**src/spt_consts.svh**
```systemverilog
// Constants for the sensor SPI slave port and its bus master.
`ifndef SPT_CONSTS_SVH
`define SPT_CONSTS_SVH
`define SPT_FRAME_BITS 5'h10
`define SPT_DATA_BITS 12
`define SPT_THR_DEFAULT 5'h15
`define SPT_CLK_NS 40
`define SPT_SCLK_HALF_NS 320
`define SPT_HALF_CYC ((`SPT_SCLK_HALF_NS + `SPT_CLK_NS - 1) / `SPT_CLK_NS)
`define SPT_SAMPLE_DLY 4'h4
`define SPT_MODE_SPI 1'b0
`define SPT_SYNC_RESET 6'h03
`define SPT_REPLY_FIRST 5'h02
`endif

```
**src/spt_pkg.sv**
```systemverilog
// Types for the two ends of the sensor SPI link: command codes for the port, frame states for the master.
package spt_pkg;
    typedef enum logic [1:0] {
        SPT_READ_TEMP = 2'h0,
        SPT_START_MEAS = 2'h1,
        SPT_SET_THR = 2'h2,
        SPT_UNUSED = 2'h3
    } spt_cmd_type;

    typedef enum logic [5:0] {
        SPT_IDLE = 6'h01,
        SPT_SETUP = 6'h02,
        SPT_HIGH = 6'h04,
        SPT_LOW = 6'h08,
        SPT_HOLD = 6'h10,
        SPT_DONE = 6'h20
    } spt_state_type;
endpackage

```
**src/spt_link_if.sv**
```systemverilog
// Four-wire link between the bus master and the sensor port.
`timescale 1ns/1ps
interface spt_link_if;
    logic sclk;
    logic cs_n;
    logic mosi;
    logic miso_out;
    logic miso_oe;
    logic miso;

    // Released data line floats high through the board pull-up.
    assign miso = miso_oe ? miso_out : 1'b1;

    modport dev (
        input sclk,
        input cs_n,
        input mosi,
        output miso_out,
        output miso_oe
    );
    modport host (
        output sclk,
        output cs_n,
        output mosi,
        input miso
    );
endinterface

```
**src/spt_sensor_port.sv**
```systemverilog
// Sensor end of the link: SPI slave with sub-address match and commands.
`timescale 1ns/1ps
`include "spt_consts.svh"
module spt_sensor_port (
    input wire logic clk,
    input wire logic srst,
    spt_link_if.dev link,
    input wire logic mode_strap,
    input wire logic strap_addr_lo,
    input wire logic strap_addr_hi,
    input wire logic meas_busy,
    input wire logic meas_done,
    input wire logic [11:0] temp_value,
    output logic measure_start,
    output logic [4:0] threshold,
    output logic eol_enable,
    output logic i2c_selected
);
    localparam int NS = 6;

    ////////////////////////////////////////////////////////////////////
    // Three-stage pin synchroniser, its filtered view and one cycle of
    // history for finding edges.
    logic [NS-1:0] sync1_reg;
    logic [NS-1:0] sync2_reg;
    logic [NS-1:0] sync3_reg;
    logic [NS-1:0] filt_reg;
    logic [NS-1:0] prev_reg;
    logic [NS-1:0] filt_next;
    // Frame position and the bits taken from the master so far.
    logic [4:0] cnt_reg;
    logic [15:0] rx_reg;
    // Reply bits still to go out, captured once the address is known.
    logic [13:0] tx_reg;
    logic addressed_reg;
    // Data line and its enable; both drop together on deselect.
    logic miso_reg;
    logic oe_reg;
    // Command results towards the measurement core.
    logic start_reg;
    logic [4:0] thr_reg;
    logic have_result_reg;
    logic i2c_reg;

    // Matches a received command field against one command code; the
    // same compare serves every command that has an effect.
    function automatic logic spt_is_cmd(input logic [1:0] field,
                                        input spt_pkg::spt_cmd_type code);
        return field == code;
    endfunction

    // Pins pass three flops; a bit moves only when stages two and three
    // agree, which rejects single-cycle glitches on slow edges.
    assign filt_next = (~(sync2_reg ^ sync3_reg) & sync3_reg) |
                       ((sync2_reg ^ sync3_reg) & filt_reg);

    always_ff @(posedge clk) begin
        if (srst) begin
            sync1_reg <= `SPT_SYNC_RESET;
            sync2_reg <= `SPT_SYNC_RESET;
            sync3_reg <= `SPT_SYNC_RESET;
            filt_reg <= `SPT_SYNC_RESET;
            prev_reg <= `SPT_SYNC_RESET;
        end else begin
            sync1_reg <= {mode_strap, strap_addr_hi, strap_addr_lo,
                          link.mosi, link.cs_n, link.sclk};
            sync2_reg <= sync1_reg;
            sync3_reg <= sync2_reg;
            filt_reg <= filt_next;
            prev_reg <= filt_reg;
        end
    end

    ////////////////////////////////////////////////////////////////////
    // Filtered pins, named by what they carry.
    wire f_sclk = filt_reg[0];
    wire f_cs_n = filt_reg[1];
    wire f_mosi = filt_reg[2];
    wire f_a_lo = filt_reg[3];
    wire f_a_hi = filt_reg[4];
    wire f_mode = filt_reg[5];
    // I2C selection parks the SPI engine exactly like a high select.
    wire spi_off = f_cs_n | (f_mode != `SPT_MODE_SPI);
    // Edges of the filtered link clock: the master moves its data on
    // the rise and the port takes the bit on the fall.
    wire sclk_fall = prev_reg[0] & ~f_sclk;
    wire sclk_rise = ~prev_reg[0] & f_sclk;
    // Only sixteen bit times belong to a frame; further clocks while
    // still selected change nothing.
    wire frame_open = cnt_reg < `SPT_FRAME_BITS;
    wire take_bit = ~spi_off & sclk_fall & frame_open;
    // The reply begins at the third rise, when the address is known;
    // the first two bit times leave the line released.
    wire send_bit = ~spi_off & sclk_rise & addressed_reg &
                    (cnt_reg >= `SPT_REPLY_FIRST) & frame_open;
    wire [15:0] rx_full = {rx_reg[14:0], f_mosi};
    // First bit on the wire is the low sub-address bit.
    wire addr_hit = (rx_reg[0] == f_a_lo) & (f_mosi == f_a_hi);
    // The sixteenth fall closes the frame; an unaddressed port never
    // acts on what it heard.
    wire last_bit = take_bit & (cnt_reg == `SPT_FRAME_BITS - 5'h01);
    wire do_cmd = last_bit & addressed_reg;
    // Ready mirrors the core; a running measurement means that a new
    // start would be refused.
    wire ready = ~meas_busy;
    // A missing or half-made result is never shown to the master.
    wire [11:0] temp_shown = (meas_busy | ~have_result_reg) ?
                             12'h000 : temp_value;
    // Command decode on the completed frame.
    wire [1:0] cmd_bits = rx_full[13:12];
    wire is_start = do_cmd &
                    spt_is_cmd(cmd_bits, spt_pkg::SPT_START_MEAS);
    wire is_thr = do_cmd &
                  spt_is_cmd(cmd_bits, spt_pkg::SPT_SET_THR);

    // Bit counter and receive shift; extra clocks past sixteen are dropped.
    // A deselect clears the count at once, so a cut frame leaves
    // nothing behind for the next one.
    always_ff @(posedge clk) begin
        if (srst || spi_off) begin
            cnt_reg <= 5'h00;
            rx_reg <= 16'h0000;
        end else if (take_bit) begin
            cnt_reg <= cnt_reg + 5'h01;
            rx_reg <= rx_full;
        end
    end

    // Address decision after the second bit; reply is snapshotted then.
    // A mismatch keeps the data line released for the rest of the frame.
    always_ff @(posedge clk) begin
        if (srst || spi_off) begin
            addressed_reg <= 1'b0;
            tx_reg <= 14'h0000;
        end else if (take_bit && cnt_reg == 5'h01) begin
            addressed_reg <= addr_hit;
            tx_reg <= {ready, 1'b0, temp_shown};
        end else if (send_bit) begin
            tx_reg <= {tx_reg[12:0], 1'b0};
        end
    end

    // Output changes on the rise so the master can sample it in the low phase.
    // The enable stays up until deselect, so the line never flickers.
    always_ff @(posedge clk) begin
        if (srst || spi_off) begin
            miso_reg <= 1'b0;
            oe_reg <= 1'b0;
        end else if (send_bit) begin
            miso_reg <= tx_reg[13];
            oe_reg <= 1'b1;
        end
    end

    ////////////////////////////////////////////////////////////////////
    // Command effects; start is only honoured while ready.
    // A start that arrives while busy is dropped, not queued, and the
    // result flag is only ever set, so reset is its sole way back.
    always_ff @(posedge clk) begin
        if (srst) begin
            start_reg <= 1'b0;
            thr_reg <= `SPT_THR_DEFAULT;
            have_result_reg <= 1'b0;
            i2c_reg <= 1'b0;
        end else begin
            start_reg <= is_start & ready;
            if (is_thr) begin
                thr_reg <= rx_full[4:0];
            end
            if (meas_done) begin
                have_result_reg <= 1'b1;
            end
            i2c_reg <= f_mode;
        end
    end

    ////////////////////////////////////////////////////////////////////
    // Every output comes straight from a register, so the data line
    // never carries a decode glitch.
    assign link.miso_out = miso_reg;
    assign link.miso_oe = oe_reg;
    assign measure_start = start_reg;
    assign threshold = thr_reg;
    // Top threshold bit zero switches battery sensing off.
    assign eol_enable = thr_reg[4];
    assign i2c_selected = i2c_reg;
endmodule

```
**src/flat_wrapper.sv**
```systemverilog
// flat-port wrapper written by rule: the top's interface ports become plain ports
module spt_sensor_port_flat 
  (clk, srst, mode_strap, strap_addr_lo, strap_addr_hi, meas_busy, meas_done, temp_value, measure_start, threshold, eol_enable, i2c_selected, link_sclk, link_cs_n, link_mosi, link_miso_out, link_miso_oe);
  spt_link_if link_i ();
  input wire logic clk;
  input wire logic srst;
  input wire logic mode_strap;
  input wire logic strap_addr_lo;
  input wire logic strap_addr_hi;
  input wire logic meas_busy;
  input wire logic meas_done;
  input wire logic [11:0] temp_value;
  output logic measure_start;
  output logic [4:0] threshold;
  output logic eol_enable;
  output logic i2c_selected;
  input wire logic [$bits(link_i.sclk)-1:0] link_sclk;
  input wire logic [$bits(link_i.cs_n)-1:0] link_cs_n;
  input wire logic [$bits(link_i.mosi)-1:0] link_mosi;
  output wire logic [$bits(link_i.miso_out)-1:0] link_miso_out;
  output wire logic [$bits(link_i.miso_oe)-1:0] link_miso_oe;
  assign link_i.sclk = link_sclk;
  assign link_i.cs_n = link_cs_n;
  assign link_i.mosi = link_mosi;
  assign link_miso_out = link_i.miso_out;
  assign link_miso_oe = link_i.miso_oe;
  spt_sensor_port u_core (.clk(clk), .srst(srst), .link(link_i), .mode_strap(mode_strap), .strap_addr_lo(strap_addr_lo), .strap_addr_hi(strap_addr_hi), .meas_busy(meas_busy), .meas_done(meas_done), .temp_value(temp_value), .measure_start(measure_start), .threshold(threshold), .eol_enable(eol_enable), .i2c_selected(i2c_selected));
endmodule
```
**config.mk**
```make
export PLATFORM = sky130hd
export DESIGN_NAME = spt_sensor_port_flat
export DESIGN_NICKNAME = d
export VERILOG_FILES = /design/src/spt_pkg.sv /design/src/spt_link_if.sv /design/src/spt_sensor_port.sv /design/src/flat_wrapper.sv
export VERILOG_INCLUDE_DIRS = /design/src
export SDC_FILE = /design/constraint.sdc
export NUM_CORES = 1
export LEC_CHECK = 0
export ABC_AREA = 1
export BUFFER_PORTS_ARGS = -buffer_cell sky130_fd_sc_hd__clkbuf_2
export CAP_MARGIN = 30
export CORE_MARGIN = 4
export CORE_UTILIZATION = 45
export DETAILED_ROUTE_END_ITERATION = 7
export HOLD_SLACK_MARGIN = 0.15
export PLACE_DENSITY_LB_ADDON = 0.12
export SYNTH_ARGS = -nofsm -noshare
export SYNTH_HDL_FRONTEND = slang
export SYNTH_SLANG_ARGS = --single-unit
```
**constraint.sdc**
```tcl
create_clock -name clk -period 2.06 [get_ports clk]
set_clock_uncertainty 0.1 [all_clocks]
set_input_delay 0.206 -clock clk [delete_from_list [all_inputs] [get_ports clk]]
set_output_delay 0.206 -clock clk [all_outputs]
set_load 0.02 [all_outputs]
```
==> impl_metrics.csv <==
group,metric,value,unit
worst_setup_path,cp_slowest_cell,"dfxtp_1",
global_routing,grt_use_total,16.3,%
final_layout,fillers,585,
global_routing,grt_max_degree,23,
floorplan,start_util,47.2,%
detailed_routing,routed_wl,5480,um
final_layout,layout.area.seq,0.00136,mm^2
power,power.total,2.58,mW
detailed_routing,drtAntennaViolNets,0,
place,place_hpwl,3660,um
clock_tree,cts_root_buffer,"clkbuf_8",
timing,final_hold_viol_count,0,
global_routing,grt_overflow_total,0,
clock_tree,tritoncts,"done",
worst_setup_path,path_cells,"ha_1 > inv_1 > nor3_1 > ha_1 > nand2_1 > nor3_2 > nand2_2 > nand2_1 > o211ai_1",
worst_setup_path,critPathArrivalTime,1.91,ns
timing,fin_setup_tns,0,ns
final_layout,final_cell_mix,"74 x nor2_1, 68 x dfxtp_1, 54 x inv_1",
yosys,syn_nets,398,
clock_tree,cts_buffers,9,
timing,setup_violations,0,
worst_setup_path,cpLargestDelayFamily,"simple AND/OR/NAND/NOR gates",
place,numPortBuffers,31,
timing,rsz0062_at_grt,"no",
power,max-vdd-ir-drop,0.515,mV
worst_setup_path,endpoint_kind,"flip-flop",
worst_setup_path,criticalPathCategory,"flip-flop to flip-flop",
final_layout,area_growth,18.2,%
detailed_routing,drtIter0Drc,70,
timing,drv_slew,0,
global_routing,grt_antenna_before_repair,0,
yosys,synthDistinctLibCells,30,
clock_tree,clk_pin_slew,0.07,ns
flow_run,max_cap_viol_count,0,
yosys,yosysSeqAreaShare,48.2,%
timing,slew_headroom,69.8,%
hold_path,min-delay-path-class,"primary input to flip-flop",
yosys,synthCells,373,
final_layout,design_area,0.00334,mm^2
detailed_routing,vias,2356,
final_layout,final_common_cell,"nor2_1",
global_routing,grt_pass1_vias,2267,
clock_tree,cts_sinks,68,
final_layout,instances_no_fill,496,
final_layout,multi_input_area,0.00115,mm^2
yosys,yosys_warnings,0,
final_layout,antenna_cells,0,
place,place_congestion,0.810,
worst_setup_path,path_max_fanout,8,
worst_setup_path,path_buf_inv,1,
timing,fmax,556,MHz
floorplan,core_area,0.00599,mm^2
yosys,synth_seq_cells,68,
detailed_routing,first_pass_iters,4,
run_status,outcome,"finished, final reports clean",
place,dp_cells,468,
floorplan,io_pins,32,
clock_tree,cts-htree-levels,3,
power,p_per_area,773,mW/mm^2
final_layout,nets,441,
yosys,syn_avg_cell_area,7.57,um^2
floorplan,rows,28,
worst_setup_path,slowest_delay,0.41,ns
clock_tree,cts_buffer_depth,2,
floorplan,die-height,87.2,um
worst_setup_path,cp.required,2.17,ns
detailed_routing,viasPerCell,4.75,
power,p_leak,1.45,nW
clock_tree,clk_latency,0.34,ns
floorplan,die_w,87.2,um
place,placed_area,0.00300,mm^2
timing,min_period,1.80,ns
final_layout,largest_register_ffs,14,
detailed_routing,wl_per_cell,11.1,um
timing,worst_pin_slew,0.452,ns
detailed_routing,drc_errors,0,
worst_setup_path,start_kind,"flip-flop",
yosys,synthesis.area,0.00283,mm^2
global_routing,grt_pass1_wl,9740,um
timing,period_share,87.2,%
floorplan,die_area,0.00761,mm^2
final_layout,drive_gt1_share,17.3,%
-- what timing repair did --
action,4_1_cts,5_1_grt
gates resized for setup,0,2
buffers inserted,0,0
setup endpoints to repair,0,5
hold buffers,12,0
endpoints found under the hold margin,15,0
-- per-layer routing --
metal  track usage (%)  share of wire (%)  vias up
met5                 0                  0        -
met4              6.69                1.4        0
met3              5.11                4.0        8
met2              27.3                 47       30
met1              19.2                 48     1078
li1                  -                  -     1240
-- power by group --
part,leakage (nW),switching [mW],internal [mW]
clock,0.105,0.483,0.683
combinational,0.794,0.0361,0.0431
sequential,0.551,0.00655,1.33
-- metrics by stage --
stage | hold WS [ns] | setup WS (ns) | utilization, %
after CTS | 0.176 | 0.0754 | 55.6
after floorplan | 0.210 | 0.343 | -
after global placement | 0.288 | 0.194 | 50.1
after global routing | 0.227 | 0.0212 | 55.8
final | 0.188 | 0.263 | 55.8
after detailed placement | 0.293 | 0.113 | 50.1
-- worst paths after layout --
| check | cells past startpoint | to | slack [ns] | from |
|---|---|---|---|---|
| max reg2reg | 9 | u_core.threshold[2] | 0.26 | u_core.cnt_reg[0] |
| min reg2reg | 2 | u_core.sync2_reg[4] | 0.31 | u_core.sync1_reg[4] |
| min | 7 | u_core.tx_reg[7] | 0.19 | temp_value[7] |
| max | 9 | u_core.threshold[2] | 0.26 | u_core.cnt_reg[0] |
-- tightest hold or removal path: stages --
cell and delay [ns]:
clkbuf_2 0.08, inv_1 0.04, nor2_1 0.03, nand3_1 0.07
nand2_1 0.05, nor2_1 0.08, nor2_1 0.04
-- cell families (layout without fill, tap and decap cells) --
| kind of cell | after synthesis | count (layout) | synth area share, % |
|---|---|---|---|
| XOR/XNOR | 3 | 3 | 0.930 |
| AND/OR/NAND/NOR | 181 | 181 | 29.7 |
| AO/OA/AOI/OAI | 46 | 46 | 8.50 |
| flip-flops | 68 | 68 | 48.2 |
| buffers and inverters | 72 | 120 | 11.4 |
| adder cells (fa/ha/maj) | 3 | 3 | 1.33 |
-- cell usage after synthesis --
cell type	n	area [um^2]
nand3_4	2	35.0
clkbuf_1	4	15.0
o21ai_0	11	55.1
o211ai_1	3	22.5
inv_1	54	203
nor2_1	74	278
nand2_1	48	180
buf_4	4	30.0
nor2_4	4	45.0
nand4_1	2	12.5
xor2_1	1	8.76
nand3b_1	2	15.0
nand2_2	4	25.0
nor3_1	6	30.0
ha_1	3	37.5
o21ai_1	3	15.0
a21oi_1	28	140
nor2_2	1	6.26
nor4_1	1	6.26
a211oi_1	1	7.51
clkbuf_2	1	5.00
nand2_4	1	11.3
xnor2_1	2	17.5
nor3_2	1	10.0
nand3_1	28	140
buf_6	4	45.0
dfxtp_1	68	1360
or2_2	7	43.8
buf_2	4	20.0
inv_2	1	3.75
-- cell type report --
cell class | count | share of cell area, %
timing repair buffer | 49 | 9.59
clock buffer | 12 | 4.04
multi-input combinational | 233 | 34.4
clock inverter | 4 | 2.21
tap | 75 | 2.81
inverter | 55 | 6.18
sequential | 68 | 40.7
Note: power is estimated with default switching activity, not from simulation.
